==> src/hw/sqs_policy_regs.vh <==
// Summary of operation
// - Each port runs one, two or four egress queues; one queue after reset.
// - Queue 3 is highest of four, queue 0 lowest; queue 1 highest of two.
// - A single-queue port sends high and low priority frames alike.
// - Per-port choice between strict priority and weighted round robin.
// - A high-priority port marks high, using the high queue, every frame that DSCP or 802.1p mode does not classify.
// - Tagged frames in 802.1p mode index a programmable map by PCP.
// - With the ceiling on, a PCP above the default tag becomes that tag.
// - DSCP mode indexes a programmable table by DSCP giving a 2-bit queue.
// - Red above peak rate, else yellow above committed rate, else green.
// - Colour-blind ignores incoming colour; colour-aware honours it.
// - Early drop watches average memory occupancy and class queue depth.
// - At or below the minimum threshold every frame is accepted.
// - Drop chance grows linearly to the multiplier at the maximum.
// - Above the maximum threshold every frame is discarded.
// - Stream-reservation classes may be exempted from early drop.
// - The tail-tagged port is the host port; others follow three bits.
// - Disable state neither forwards nor receives nor learns.
// - Disable and blocking still send override-matched frames to host.
// - Listening passes only host traffic without learning.
// - Learning state passes only host traffic but learns addresses.
// - Forwarding state passes all frames and learns addresses.
`ifndef SQS_POLICY_REGS_VH
`define SQS_POLICY_REGS_VH

// ----------------------------------------------------------------
// Register offsets
// ----------------------------------------------------------------
`define SQS_ADDR_W        9
`define SQS_OFS_PORT_CTRL 9'h000
`define SQS_OFS_PCP_MAP   9'h004
`define SQS_OFS_CIR       9'h008
`define SQS_OFS_PIR       9'h00C
`define SQS_OFS_WRED      9'h010
`define SQS_OFS_STATUS    9'h014
`define SQS_DSCP_REGION   1'h1

// ----------------------------------------------------------------
// Port control fields
// ----------------------------------------------------------------
`define SQS_QMODE_LSB     0
`define SQS_WRR_BIT       2
`define SQS_PORT_HI_BIT   3
`define SQS_PCP_EN_BIT    4
`define SQS_DSCP_EN_BIT   5
`define SQS_CEIL_EN_BIT   6
`define SQS_TAIL_TAG_BIT  7
`define SQS_TX_EN_BIT     8
`define SQS_RX_EN_BIT     9
`define SQS_LRN_DIS_BIT   10
`define SQS_AWARE_BIT     11
`define SQS_SR_EXEMPT_BIT 12
`define SQS_DEF_PRIO_LSB  13
`define SQS_DISC_SUB_LSB  16

// ----------------------------------------------------------------
// Encodings and reset values
// ----------------------------------------------------------------
`define SQS_QMODE_1Q      2'h0
`define SQS_QMODE_2Q      2'h1
`define SQS_QMODE_4Q      2'h2
`define SQS_SUB_DISABLE   2'h0
`define SQS_SUB_BLOCKING  2'h1
`define SQS_SUB_LISTENING 2'h2
`define SQS_COL_GREEN     2'h0
`define SQS_COL_YELLOW    2'h1
`define SQS_COL_RED       2'h2
`define SQS_STP_DISABLE   3'h0
`define SQS_STP_BLOCKING  3'h1
`define SQS_STP_LISTENING 3'h2
`define SQS_STP_LEARNING  3'h3
`define SQS_STP_FORWARD   3'h4
`define SQS_STP_HOST      3'h5
`define SQS_RST_PORT_CTRL 32'h00000300
`define SQS_RST_PCP_MAP   16'hFA50
`define SQS_RST_RATE      32'hFFFFFFFF
`define SQS_RST_WRED      32'h40C00800
`define SQS_EWMA_SHIFT    3
`define SQS_LFSR_SEED     16'hACE1

`endif

==> src/hw/sqs_dscp_mem.v <==
`timescale 1ns/100ps
module sqs_dscp_mem
(
   input  wire       core_clk,
   input  wire       srst,
   input  wire       wr_en,
   input  wire [5:0] wr_idx,
   input  wire [1:0] wr_data,
   input  wire [5:0] bus_idx,
   output reg  [1:0] bus_data,
   input  wire [5:0] lkp_idx,
   output reg  [1:0] lkp_data
);

   wire [127:0] table_flat;

   // ----------------------------------------------------------------
   // One 2-bit queue selector per DSCP code point
   // ----------------------------------------------------------------
   genvar g;
   generate
      for (g = 0; g < 64; g = g + 1)
      begin : ent
         reg [1:0] sel_r;
         always @(posedge core_clk)
         begin
            if (srst)
               sel_r <= 2'h0;
            else if (wr_en && (wr_idx == g))
               sel_r <= wr_data;
         end
         assign table_flat[2*g+1:2*g] = sel_r;
      end
   endgenerate

   always @(posedge core_clk)
   begin
      if (srst)
      begin
         bus_data <= 2'h0;
         lkp_data <= 2'h0;
      end
      else
      begin
         bus_data <= table_flat[{bus_idx, 1'b0} +: 2];
         lkp_data <= table_flat[{lkp_idx, 1'b0} +: 2];
      end
   end

endmodule

==> src/hw/sqs_policy.v <==
`timescale 1ns/100ps
`include "sqs_policy_regs.vh"
module sqs_policy
(
   input  wire        core_clk,
   input  wire        srst,
   input  wire [8:0]  reg_addr,
   input  wire [31:0] reg_wdata,
   input  wire        reg_wr,
   input  wire        reg_rd,
   output wire [31:0] reg_rdata,
   input  wire        frm_valid,
   input  wire [15:0] frm_len,
   input  wire        frm_tagged,
   input  wire [2:0]  frm_pcp,
   input  wire        frm_is_ip,
   input  wire [5:0]  frm_dscp,
   input  wire [1:0]  frm_color,
   input  wire        frm_sr,
   input  wire        frm_to_host,
   input  wire        frm_from_host,
   input  wire        frm_ovr_hit,
   input  wire [11:0] mem_occupancy,
   input  wire [11:0] tc_depth,
   output reg         res_valid,
   output reg  [1:0]  res_queue,
   output reg  [2:0]  res_pcp,
   output reg  [1:0]  res_color,
   output reg         res_drop,
   output reg         res_forward,
   output reg         res_learn,
   output wire [1:0]  cfg_queue_mode,
   output wire        cfg_wrr,
   output reg  [2:0]  stp_state,
   output wire        host_port
);

   reg  [31:0] port_ctrl_r;
   reg  [15:0] pcp_map_r;
   reg  [31:0] cir_r;
   reg  [31:0] pir_r;
   reg  [31:0] wred_r;
   reg  [15:0] drop_cnt_r;
   reg  [1:0]  last_color_r;
   reg  [31:0] rd_data_r;
   reg         rd_dscp_r;
   reg         s1_valid_r;
   reg  [15:0] s1_len_r;
   reg         s1_tagged_r;
   reg  [2:0]  s1_pcp_r;
   reg         s1_is_ip_r;
   reg  [1:0]  s1_color_r;
   reg         s1_sr_r;
   reg         s1_to_host_r;
   reg         s1_from_host_r;
   reg         s1_ovr_r;
   reg  [15:0] tc_r;
   reg  [15:0] tp_r;
   reg  [15:0] tc_nxt;
   reg  [15:0] tp_nxt;
   reg  [1:0]  color_nxt;
   reg  [1:0]  class_nxt;
   reg  [1:0]  queue_nxt;
   reg         permit_nxt;
   reg         learn_nxt;
   reg  [2:0]  stp_nxt;
   reg  [31:0] rd_mux;
   wire [2:0]  def_prio;
   wire [2:0]  pcp_eff;
   wire [1:0]  pcp_class;
   wire [1:0]  dscp_class;
   wire [1:0]  dscp_bus;
   wire        dscp_wr;
   wire        dscp_acc;
   wire        wred_drop;
   wire [11:0] avg_depth;
   wire [16:0] tc_sum;
   wire [16:0] tp_sum;
   wire [15:0] tc_fill;
   wire [15:0] tp_fill;
   wire        aware;

   // ----------------------------------------------------------------
   // Register write port
   // ----------------------------------------------------------------
   assign dscp_acc = (reg_addr[8] == `SQS_DSCP_REGION)
                   & (reg_addr[1:0] == 2'h0);
   assign dscp_wr  = reg_wr & dscp_acc;

   always @(posedge core_clk)
   begin
      if (srst)
      begin
         port_ctrl_r <= `SQS_RST_PORT_CTRL;
         pcp_map_r   <= `SQS_RST_PCP_MAP;
         cir_r       <= `SQS_RST_RATE;
         pir_r       <= `SQS_RST_RATE;
         wred_r      <= `SQS_RST_WRED;
      end
      else if (reg_wr)
      begin
         case (reg_addr)
            `SQS_OFS_PORT_CTRL : port_ctrl_r <= {14'h0000, reg_wdata[17:0]};
            `SQS_OFS_PCP_MAP   : pcp_map_r   <= reg_wdata[15:0];
            `SQS_OFS_CIR       : cir_r       <= reg_wdata;
            `SQS_OFS_PIR       : pir_r       <= reg_wdata;
            `SQS_OFS_WRED      : wred_r      <= reg_wdata;
            default            : ;
         endcase
      end
   end

   assign cfg_queue_mode = port_ctrl_r[`SQS_QMODE_LSB +: 2];
   assign cfg_wrr        = port_ctrl_r[`SQS_WRR_BIT];
   assign host_port      = port_ctrl_r[`SQS_TAIL_TAG_BIT];
   assign def_prio       = port_ctrl_r[`SQS_DEF_PRIO_LSB +: 3];
   assign aware          = port_ctrl_r[`SQS_AWARE_BIT];

   // ----------------------------------------------------------------
   // Register read port, data in the cycle after the strobe
   // ----------------------------------------------------------------
   always @*
   begin
      rd_mux = 32'h00000000;
      case (reg_addr)
         `SQS_OFS_PORT_CTRL : rd_mux = port_ctrl_r;
         `SQS_OFS_PCP_MAP   : rd_mux = {16'h0000, pcp_map_r};
         `SQS_OFS_CIR       : rd_mux = cir_r;
         `SQS_OFS_PIR       : rd_mux = pir_r;
         `SQS_OFS_WRED      : rd_mux = wred_r;
         `SQS_OFS_STATUS    : rd_mux = {drop_cnt_r, 2'h0, last_color_r,
                                        avg_depth};
         default            : rd_mux = 32'h00000000;
      endcase
   end

   always @(posedge core_clk)
   begin
      if (srst)
      begin
         rd_data_r <= 32'h00000000;
         rd_dscp_r <= 1'b0;
      end
      else
      begin
         rd_data_r <= reg_rd ? rd_mux : 32'h00000000;
         rd_dscp_r <= reg_rd & dscp_acc;
      end
   end

   assign reg_rdata = rd_dscp_r ? {30'h00000000, dscp_bus} : rd_data_r;

   // ----------------------------------------------------------------
   // DSCP table, looked up by frm_dscp as the frame enters stage one
   // ----------------------------------------------------------------
   sqs_dscp_mem u_dscp
   (
      .core_clk (core_clk),
      .srst     (srst),
      .wr_en    (dscp_wr),
      .wr_idx   (reg_addr[7:2]),
      .wr_data  (reg_wdata[1:0]),
      .bus_idx  (reg_addr[7:2]),
      .bus_data (dscp_bus),
      .lkp_idx  (frm_dscp),
      .lkp_data (dscp_class)
   );

   // ----------------------------------------------------------------
   // Stage one: hold frame descriptor
   // ----------------------------------------------------------------
   always @(posedge core_clk)
   begin
      if (srst)
      begin
         s1_valid_r     <= 1'b0;
         s1_len_r       <= 16'h0000;
         s1_tagged_r    <= 1'b0;
         s1_pcp_r       <= 3'h0;
         s1_is_ip_r     <= 1'b0;
         s1_color_r     <= 2'h0;
         s1_sr_r        <= 1'b0;
         s1_to_host_r   <= 1'b0;
         s1_from_host_r <= 1'b0;
         s1_ovr_r       <= 1'b0;
      end
      else
      begin
         s1_valid_r     <= frm_valid;
         s1_len_r       <= frm_len;
         s1_tagged_r    <= frm_tagged;
         s1_pcp_r       <= frm_pcp;
         s1_is_ip_r     <= frm_is_ip;
         s1_color_r     <= frm_color;
         s1_sr_r        <= frm_sr;
         s1_to_host_r   <= frm_to_host;
         s1_from_host_r <= frm_from_host;
         s1_ovr_r       <= frm_ovr_hit;
      end
   end

   // ----------------------------------------------------------------
   // Priority classification
   // ----------------------------------------------------------------
   assign pcp_eff = (port_ctrl_r[`SQS_CEIL_EN_BIT] && (s1_pcp_r > def_prio))
                  ? def_prio : s1_pcp_r;
   assign pcp_class = pcp_map_r[{pcp_eff, 1'b0} +: 2];

   always @*
   begin
      if (port_ctrl_r[`SQS_DSCP_EN_BIT] && s1_is_ip_r)
         class_nxt = dscp_class;
      else if (port_ctrl_r[`SQS_PCP_EN_BIT] && s1_tagged_r)
         class_nxt = pcp_class;
      else
         class_nxt = port_ctrl_r[`SQS_PORT_HI_BIT] ? 2'h3 : 2'h0;
      case (cfg_queue_mode)
         `SQS_QMODE_4Q : queue_nxt = class_nxt;
         `SQS_QMODE_2Q : queue_nxt = {1'b0, class_nxt[1]};
         default       : queue_nxt = 2'h0;
      endcase
   end

   // ----------------------------------------------------------------
   // Two-rate three-colour meter
   // ----------------------------------------------------------------
   assign tc_sum  = {1'b0, tc_r} + {1'b0, cir_r[15:0]};
   assign tp_sum  = {1'b0, tp_r} + {1'b0, pir_r[15:0]};
   assign tc_fill = (tc_sum > {1'b0, cir_r[31:16]}) ? cir_r[31:16]
                  : tc_sum[15:0];
   assign tp_fill = (tp_sum > {1'b0, pir_r[31:16]}) ? pir_r[31:16]
                  : tp_sum[15:0];

   always @*
   begin
      tc_nxt    = tc_fill;
      tp_nxt    = tp_fill;
      color_nxt = `SQS_COL_GREEN;
      if (s1_valid_r)
      begin
         if ((aware && (s1_color_r == `SQS_COL_RED))
             || (tp_r < s1_len_r))
            color_nxt = `SQS_COL_RED;
         else if ((aware && (s1_color_r == `SQS_COL_YELLOW))
                  || (tc_r < s1_len_r))
         begin
            color_nxt = `SQS_COL_YELLOW;
            tp_nxt    = (tp_fill > s1_len_r) ? (tp_fill - s1_len_r)
                      : 16'h0000;
         end
         else
         begin
            color_nxt = `SQS_COL_GREEN;
            tp_nxt    = (tp_fill > s1_len_r) ? (tp_fill - s1_len_r)
                      : 16'h0000;
            tc_nxt    = (tc_fill > s1_len_r) ? (tc_fill - s1_len_r)
                      : 16'h0000;
         end
      end
   end

   always @(posedge core_clk)
   begin
      if (srst)
      begin
         tc_r <= 16'h0000;
         tp_r <= 16'h0000;
      end
      else
      begin
         tc_r <= tc_nxt;
         tp_r <= tp_nxt;
      end
   end

   // ----------------------------------------------------------------
   // Weighted random early drop
   // ----------------------------------------------------------------
   sqs_wred u_wred
   (
      .core_clk      (core_clk),
      .srst          (srst),
      .mem_occupancy (mem_occupancy),
      .tc_depth      (tc_depth),
      .min_th        (wred_r[11:0]),
      .max_th        (wred_r[23:12]),
      .mult          (wred_r[31:24]),
      .exempt        (port_ctrl_r[`SQS_SR_EXEMPT_BIT] & s1_sr_r),
      .drop          (wred_drop),
      .avg_depth     (avg_depth)
   );

   // ----------------------------------------------------------------
   // Spanning tree state and frame gating
   // ----------------------------------------------------------------
   always @*
   begin
      if (host_port)
         stp_nxt = `SQS_STP_HOST;
      else
         case ({port_ctrl_r[`SQS_TX_EN_BIT], port_ctrl_r[`SQS_RX_EN_BIT],
                port_ctrl_r[`SQS_LRN_DIS_BIT]})
            3'h6    : stp_nxt = `SQS_STP_FORWARD;
            3'h0    : stp_nxt = `SQS_STP_LEARNING;
            3'h1    :
               case (port_ctrl_r[`SQS_DISC_SUB_LSB +: 2])
                  `SQS_SUB_BLOCKING  : stp_nxt = `SQS_STP_BLOCKING;
                  `SQS_SUB_LISTENING : stp_nxt = `SQS_STP_LISTENING;
                  default            : stp_nxt = `SQS_STP_DISABLE;
               endcase
            default : stp_nxt = `SQS_STP_DISABLE;
         endcase
   end

   always @*
   begin
      permit_nxt = 1'b0;
      learn_nxt  = 1'b0;
      case (stp_nxt)
         `SQS_STP_HOST, `SQS_STP_FORWARD :
         begin
            permit_nxt = 1'b1;
            learn_nxt  = ~s1_from_host_r;
         end
         `SQS_STP_LEARNING :
         begin
            permit_nxt = s1_to_host_r | s1_from_host_r;
            learn_nxt  = ~s1_from_host_r;
         end
         `SQS_STP_LISTENING :
            permit_nxt = s1_to_host_r | s1_from_host_r;
         default :
            permit_nxt = s1_to_host_r & s1_ovr_r;
      endcase
   end

   // ----------------------------------------------------------------
   // Stage two: result and status
   // ----------------------------------------------------------------
   always @(posedge core_clk)
   begin
      if (srst)
      begin
         res_valid    <= 1'b0;
         res_queue    <= 2'h0;
         res_pcp      <= 3'h0;
         res_color    <= `SQS_COL_GREEN;
         res_drop     <= 1'b0;
         res_forward  <= 1'b0;
         res_learn    <= 1'b0;
         stp_state    <= `SQS_STP_FORWARD;
         drop_cnt_r   <= 16'h0000;
         last_color_r <= `SQS_COL_GREEN;
      end
      else
      begin
         res_valid <= s1_valid_r;
         stp_state <= stp_nxt;
         if (s1_valid_r)
         begin
            res_queue    <= queue_nxt;
            res_pcp      <= pcp_eff;
            res_color    <= color_nxt;
            res_drop     <= wred_drop;
            res_forward  <= permit_nxt;
            res_learn    <= learn_nxt;
            last_color_r <= color_nxt;
            if (wred_drop && (drop_cnt_r != 16'hFFFF))
               drop_cnt_r <= drop_cnt_r + 16'h0001;
         end
      end
   end

endmodule

==> src/hw/sqs_wred.v <==
`timescale 1ns/100ps
`include "sqs_policy_regs.vh"
module sqs_wred
(
   input  wire        core_clk,
   input  wire        srst,
   input  wire [11:0] mem_occupancy,
   input  wire [11:0] tc_depth,
   input  wire [11:0] min_th,
   input  wire [11:0] max_th,
   input  wire [7:0]  mult,
   input  wire        exempt,
   output wire        drop,
   output wire [11:0] avg_depth
);

   reg  [14:0] acc_r;
   reg  [15:0] lfsr_r;
   wire [15:0] acc_sum;
   wire [11:0] depth;
   wire [11:0] span;
   wire [11:0] excess;
   wire [19:0] lhs;
   wire [19:0] rhs;

   // ----------------------------------------------------------------
   // Running average of packet memory occupancy
   // ----------------------------------------------------------------
   assign acc_sum   = {1'b0, acc_r} - {4'h0, acc_r[14:`SQS_EWMA_SHIFT]}
                    + {4'h0, mem_occupancy};
   assign avg_depth = acc_r[14:`SQS_EWMA_SHIFT];

   always @(posedge core_clk)
   begin
      if (srst)
      begin
         acc_r  <= 15'h0000;
         lfsr_r <= `SQS_LFSR_SEED;
      end
      else
      begin
         acc_r  <= acc_sum[14:0];
         lfsr_r <= {lfsr_r[14:0],
                    lfsr_r[15] ^ lfsr_r[13] ^ lfsr_r[12] ^ lfsr_r[10]};
      end
   end

   // ----------------------------------------------------------------
   // Drop decision on the worse of memory average and class depth
   // ----------------------------------------------------------------
   assign depth  = (avg_depth > tc_depth) ? avg_depth : tc_depth;
   assign span   = (max_th > min_th) ? (max_th - min_th) : 12'h000;
   assign excess = (depth > min_th) ? (depth - min_th) : 12'h000;
   // Chance = mult/256 * excess/span, compared without a divider
   assign lhs    = lfsr_r[7:0] * span;
   assign rhs    = mult * excess;
   assign drop   = ~exempt & ((depth > max_th) |
                   ((depth > min_th) & (lhs < rhs)));

endmodule
==> config.mk <==
export PLATFORM = sky130hd
export DESIGN_NAME = sqs_policy
export DESIGN_NICKNAME = d
export VERILOG_FILES = /design/src/hw/sqs_dscp_mem.v /design/src/hw/sqs_policy.v /design/src/hw/sqs_wred.v
export VERILOG_INCLUDE_DIRS = /design/src /design/src/hw
export SDC_FILE = /design/constraint.sdc
export NUM_CORES = 2
export LEC_CHECK = 0
export ABC_CLOCK_PERIOD_IN_PS = 11800
export BUFFER_PORTS_ARGS = -buffer_cell sky130_fd_sc_hd__buf_2
export CORE_MARGIN = 1.5
export CORE_UTILIZATION = 58
export CTS_BUF_LIST = sky130_fd_sc_hd__clkbuf_4 sky130_fd_sc_hd__clkbuf_8
export DETAILED_ROUTE_END_ITERATION = 12
export PLACE_DENSITY = 0.81
export SLEW_MARGIN = 30
export SYNTH_ARGS = -nofsm -noshare
export SYNTH_HDL_FRONTEND = slang
export SYNTH_SLANG_ARGS = --single-unit
==> constraint.sdc <==
create_clock -name core_clk -period 11.8 [get_ports core_clk]
set_input_delay 2.36 -clock core_clk [delete_from_list [all_inputs] [get_ports core_clk]]
set_output_delay 2.36 -clock core_clk [all_outputs]
set_load 0.01 [all_outputs]
### After elaboration in Yosys (flattened, before gate mapping)

Cells that the tools add are included.

| storage, ports and cells | value |
|---|---|
| flip-flop bits (word level) | 416 |
| input port bits | 103 |

| cells by class | value |
|---|---|
| order comparisons | 12 |
| equality and inequality tests | 81 |
| add/sub/neg operators | 9 |
| $mul | 2 |
| bitwise gates (word level) | 15 |
| reduce and logical (&&, ||, !) cells | 86 |
| mux-type cells | 26 |
| shifts and indexed selects | 3 |

Operators by type and width:

| operator | count |
|---|---|
| $shiftx A128 B8 Y2 | 2 |
| $eq A6 B6 Y1 const B | 32 |
| $pmux W32 S6 | 1 |
| $mux W16 | 9 |
| $eq A6 B5 Y1 const B | 16 |
| $logic_and A1 B1 Y1 | 70 |
| $eq A6 B4 Y1 const B | 8 |
| $gt A12 B12 Y1 | 4 |
| $mul A8 B12 Y20 | 2 |
| $mux W12 | 3 |
| $add A16 B16 Y17 | 2 |
| $gt A17 B16 Y1 | 2 |
| $gt A16 B16 Y1 | 2 |
| $lt A16 B16 Y1 | 2 |
| $mux W32 | 1 |
| $sub A16 B16 Y16 | 2 |
| $eq A6 B3 Y1 const B | 4 |
| $sub A12 B12 Y12 | 2 |
| $lt A20 B20 Y1 | 1 |
| $eq A9 B4 Y1 const B | 2 |
| $eq A9 B5 Y1 const B | 2 |
| $add A16 B1 Y16 const B | 1 |
| $ne A16 B16 Y1 const B | 1 |
| $shiftx A16 B5 Y2 | 1 |
| 29 further kinds | 62 |

### Longest topological paths before layout

| depth | value |
|---|---|
| word-level depth | 11 |
| depth in mapped cells | 49 |
| mapped depth without buffers | 47 |

### Hierarchy

From an unflattened synthesis, not the netlist that was laid out.

| unflattened totals | value |
|---|---|
| cell total of the unflattened synthesis | 3878 |
| area total of the unflattened synthesis | 33108.0 µm² |

Modules (own cells, without submodules):

| module | area an instance (µm²) | instances | cells an instance |
|---|---|---|---|
| sqs_policy | 15122.0 | 1 | 1829 |
| sqs_wred | 10811.6 | 1 | 1297 |
| sqs_dscp_mem | 7174.4 | 1 | 752 |

### Least setup slack after synthesis

Ideal clock, no wire load.

| path | value |
|---|---|
| path type | input to register |
| from | input tc_depth[1] |
| to | register drop_cnt_r[14] |
| data arrival time | 11.476 ns |
| stages | 45 |
| slack | 0.201 ns |
| required time | 11.677 ns |
| setup time | 0.123 ns |
| path through | inv_1 ha_1 nor2b_1 o21ai_0 nand2b_1 a21oi_1 nor3_1 a2111oi_0 nor2_1 mux2i_1 ha_1 fa_1 and2b_1 o21ai_1 nand2b_1 a21oi_4 a21bo_2 clkbuf_1 (+9 left out) or2_1 o31a_1 o41ai_1 o21ai_1 o41a_1 a41oi_1 nand2b_1 a21oi_1 xor2_1 ha_1 nand2_1 nor2_1 nand3_1 nor2_1 nor4_4 a31oi_4 nor4b_1 mux2_1 |

| between the ends | value |
|---|---|
| word-level cells in the longest chain between the ends | 11 |

Ends and longest elaborated chain:

| what | line | text |
|---|---|---|
| from (decl) | sqs_policy.v:24 | `input wire [11:0] tc_depth,` |
| $gt A12 B12 Y1 | sqs_wred.v:51 | `assign depth = (avg_depth > tc_depth) ? avg_depth : tc_depth;` |
| $mux W12 * | sqs_wred.v:51 |  |
| $sub A12 B12 Y12 / $gt A12 B12 Y1 (equally long branches) | sqs_wred.v:53, sqs_wred.v:58 |  |
| $mux W12 | sqs_wred.v:53 | `assign excess = (depth > min_th) ? (depth - min_th) : 12'h000;` |
| $mul A8 B12 Y20 | sqs_wred.v:56 | `assign rhs = mult * excess;` |
| $lt A20 B20 Y1 | sqs_wred.v:58 | `((depth > min_th) & (lhs < rhs)));` |
| $and A1 B1 Y1 | sqs_wred.v:58 |  |
| $or A1 B1 Y1 * | sqs_wred.v:57 | `assign drop = ~exempt & ((depth > max_th) \|` |
| $and A1 B1 Y1 * | sqs_wred.v:57 |  |
| $logic_and A1 B1 Y1 * | sqs_policy.v:368 | `if (wred_drop && (drop_cnt_r != 16'hFFFF))` |
| $reduce_and A2 Y1 (no line) * | - |  |
| to (signal assigned) | sqs_policy.v:369 | `drop_cnt_r <= drop_cnt_r + 16'h0001;` |
| to (decl) | sqs_policy.v:43 | `reg [15:0] drop_cnt_r;` |

Every way passes the cells marked *; elsewhere a longest branch is shown, timed or not.
A chain may end at the register's enable or synchronous reset.

### Worst setup path after layout

| path | value |
|---|---|
| from | input tc_depth[5] |
| to | register drop_cnt_r[0] |

The elaborated chain is that of the path after synthesis.

==> results.json <==
{
  "viasPerCell": 6.158,
  "fin_setup_tns_ns": 0,
  "track_usage_pct": 32.21,
  "syn_inst": 3728,
  "ys_seq_area_share_pct": 26.44,
  "htree_levels": 3,
  "p_leak_nw": 15.02,
  "pin_count": 153,
  "max_stage_delay_ns": 0.56,
  "synth-compound-area-share_pct": 15.29,
  "drtPass1Iterations": 8,
  "dp.final_hpwl_mm": 68.40,
  "worstSetupStartpointType": "primary input",
  "clk_pin_slew_ns": 0.06,
  "layout_commonest_cell": "nand2_1",
  "cp_max_fo": 10,
  "drv_slew": 0,
  "avgSynthCellArea_um2": 8.450,
  "synth_ff_type": "dfxtp_1",
  "crit_arrival_ns": 11.86,
  "synth_seq_cells": 416,
  "cap_violations": 0,
  "yosys.area_share.xor_xnor_pct": 3.058,
  "stdcell_count": 4586,
  "utilization_pct": 64.49,
  "power.total_mw": 6.394,
  "grt_pass1_vias": 26480,
  "grt_overflow": 0,
  "async_flop_share_pct": 0,
  "endpoint_kind": "register",
  "nNetsFinal": 4375,
  "dieArea_mm2": 0.05572,
  "holdBufCountCts": 0,
  "whs_ns": 0.4077,
  "synthMuxAreaShare_pct": 7.844,
  "start_util_pct": 58.66,
  "max_freq_mhz": 88.04,
  "slowest_stage": "fa_1",
  "drive_gt1_share_pct": 13.68,
  "antenna_left": 0,
  "first_iter_violations": 3023,
  "ir_worst_vdd_v": 0.0001214,
  "synthAdderAreaFrac_pct": 20.45,
  "fin_crit_sh_pct": 96.25,
  "core_mm2": 0.05371,
  "cts_tree": "done",
  "post_drt_wl_per_cell_um": 19.95,
  "yosys.area_share.simple_pct": 20.57,
  "synth-edff-count": 0,
  "worst_pin_slew_ns": 0.9736,
  "syn_nets": 4263,
  "relSlewSlack_pct": 35.10,
  "clk_path_buf_depth": 3,
  "dpl.cell_count": 4457,
  "rows": 85,
  "drc": 0,
  "fin_crit_ns": 11.36,
  "status": "finished clean",
  "wirelength_mm": 91.47,
  "num_vias": 28241,
  "synth_top_family_by_area": "simple AND/OR/NAND/NOR gates",
  "root_buffer": "clkbuf_8",
  "dieHeight_um": 236.1,
  "hold_viol": 0,
  "worst_hold_path_type": "register to register",
  "synth.distinct_cells": 90,
  "cts_made_buffers": 68,
  "clock_sinks": 416,
  "required_ns": 12.30,
  "grt_max_degree": 94,
  "final_cell_mix": "nand2_1 (582), dfxtp_1 (415), inv_1 (315)",
  "clock_latency_ns": 0.63,
  "syn2layout_area_growth_pct": 9.945,
  "crit_type": "primary input to register",
  "finClkSkew_ns": 0.02590,
  "antenna_found_initial": 5,
  "gp_congestion": 0.9875,
  "die_w_um": 236.1,
  "port_buffers": 152,
  "power_density_mw_per_mm2": 184.6,
  "yosysWarnings": 0,
  "grt_pass1_wl_mm": 142.6,
  "syn-cell-area_mm2": 0.03150,
  "finalSetupViolCount": 0
}
-- synth_stat cells (21+ instances only) --
| cell | count | share of area (%) |
|---|---|---|
| a21o_1 | 49 | 1.2 |
| a21oi_1 | 301 | 4.8 |
| a22oi_1 | 79 | 1.9 |
| a31oi_1 | 35 | 0.70 |
| and2_1 | 125 | 2.5 |
| and3_1 | 34 | 0.68 |
| clkbuf_1 | 150 | 1.8 |
| dfxtp_1 | 416 | 26 |
| fa_1 | 138 | 8.8 |
| ha_1 | 294 | 12 |
| inv_1 | 316 | 3.8 |
| mux2_2 | 21 | 0.75 |
| mux4_2 | 84 | 6.0 |
| nand2_1 | 583 | 6.9 |
| nand2b_1 | 29 | 0.58 |
| nand3_1 | 203 | 3.2 |
| nand4_1 | 28 | 0.56 |
| nor2_1 | 156 | 1.9 |
| nor2b_1 | 100 | 2.0 |
| nor3_1 | 50 | 0.79 |
| o211ai_1 | 44 | 1.0 |
| o21ai_0 | 70 | 1.1 |
| xnor2_1 | 61 | 1.7 |
| xor2_1 | 49 | 1.4 |
-- what timing repair did --
action / in CTS / in global routing
endpoints found under the setup margin: 0 / 17
buffers inserted: 0 / 5
resized for setup: 0 / 37
-- registers in the layout, indices dropped and copies added (netlist names), 2 cells and up --
name / flops
tc_r: 16
s1_len_r: 16
res_pcp: 3
cir_r: 32
port_ctrl_r: 18
u_wred.acc_r: 15
pcp_map_r: 16
drop_cnt_r: 16
res_queue: 2
last_color_r: 2
tp_r: 16
u_wred.lfsr_r: 16
wred_r: 32
stp_state: 3
u_dscp.lkp_data: 2
rd_data_r: 32
u_dscp.ent.sel_r: 128
s1_pcp_r: 3
pir_r: 32
s1_color_r: 2
u_dscp.bus_data: 2
-- logic make-up (layout without fill, tap and decap cells) --
group,Yosys count,count (layout)
AO/OA/AOI/OAI,750,750
XOR/XNOR,110,110
adder cells (fa/ha/maj),432,432
buffers and inverters,513,673
flip-flops,416,416
multiplexers,135,135
other,0,2
AND/OR/NAND/NOR,1372,1372
-- path summary, 6_finish.rpt --
check | start | endpoint | slack [ns] | cells past startpoint
worst max-delay path | tc_depth[5] | drop_cnt_r[0] | 0.44 | 48
worst min-delay path | u_wred.lfsr_r[14] | u_wred.lfsr_r[15] | 0.41 | 1
worst max register to register | u_wred.acc_r[3] | drop_cnt_r[0] | 1.69 | 48
worst min register to register | u_wred.lfsr_r[14] | u_wred.lfsr_r[15] | 0.41 | 1
-- final cells by class --
type	count	area, µm²
multi-input combinational	2799	21340
fill	4422	19070
sequential	416	8329
timing repair buffer	238	1476
clock buffer	109	1363
inverter	317	1190
tap	696	870.8
clock inverter	9	60.06
antenna	2	5.005
-- worst max-delay path, delay by kind of cell --
kind	cells	cell delay, ns
AO/OA/AOI/OAI	16	3.18
adder cells (fa/ha/maj)	8	3.32
buffers and inverters	8	1.01
AND/OR/NAND/NOR	14	1.57
multiplexers	1	0.30
XOR/XNOR	1	0.08
-- per-layer routing --
layer  global-route usage, %  routed length (µm)  vias to the layer above  share of wire (%)
met2                   50.25               40590                     1472                 44
met5                       0                  21                        -              0.023
met4                   12.77                3387                        4                3.7
li1                        -                   -                    13149                  -
met1                   44.19               37820                    13416                 41
met3                   5.968                9652                      200                 11
-- stage by stage --
step / cell area (µm²) / setup WS [ns]
after global routing: 34630 / -0.01779
final: 34640 / 0.4421
after global placement: 32960 / 0.01936
after detailed placement: 32970 / -0.3362
after CTS: 34400 / 0.2843
after floorplan: 31500 / 0.2010
-- power breakdown --
group	switching [mW]	total, mW	internal, mW
Sequential	0.121	1.62	1.50
Combinational	1.90	3.44	1.54
Clock	0.595	1.33	0.731
Power figures use the tool's default switching activity.
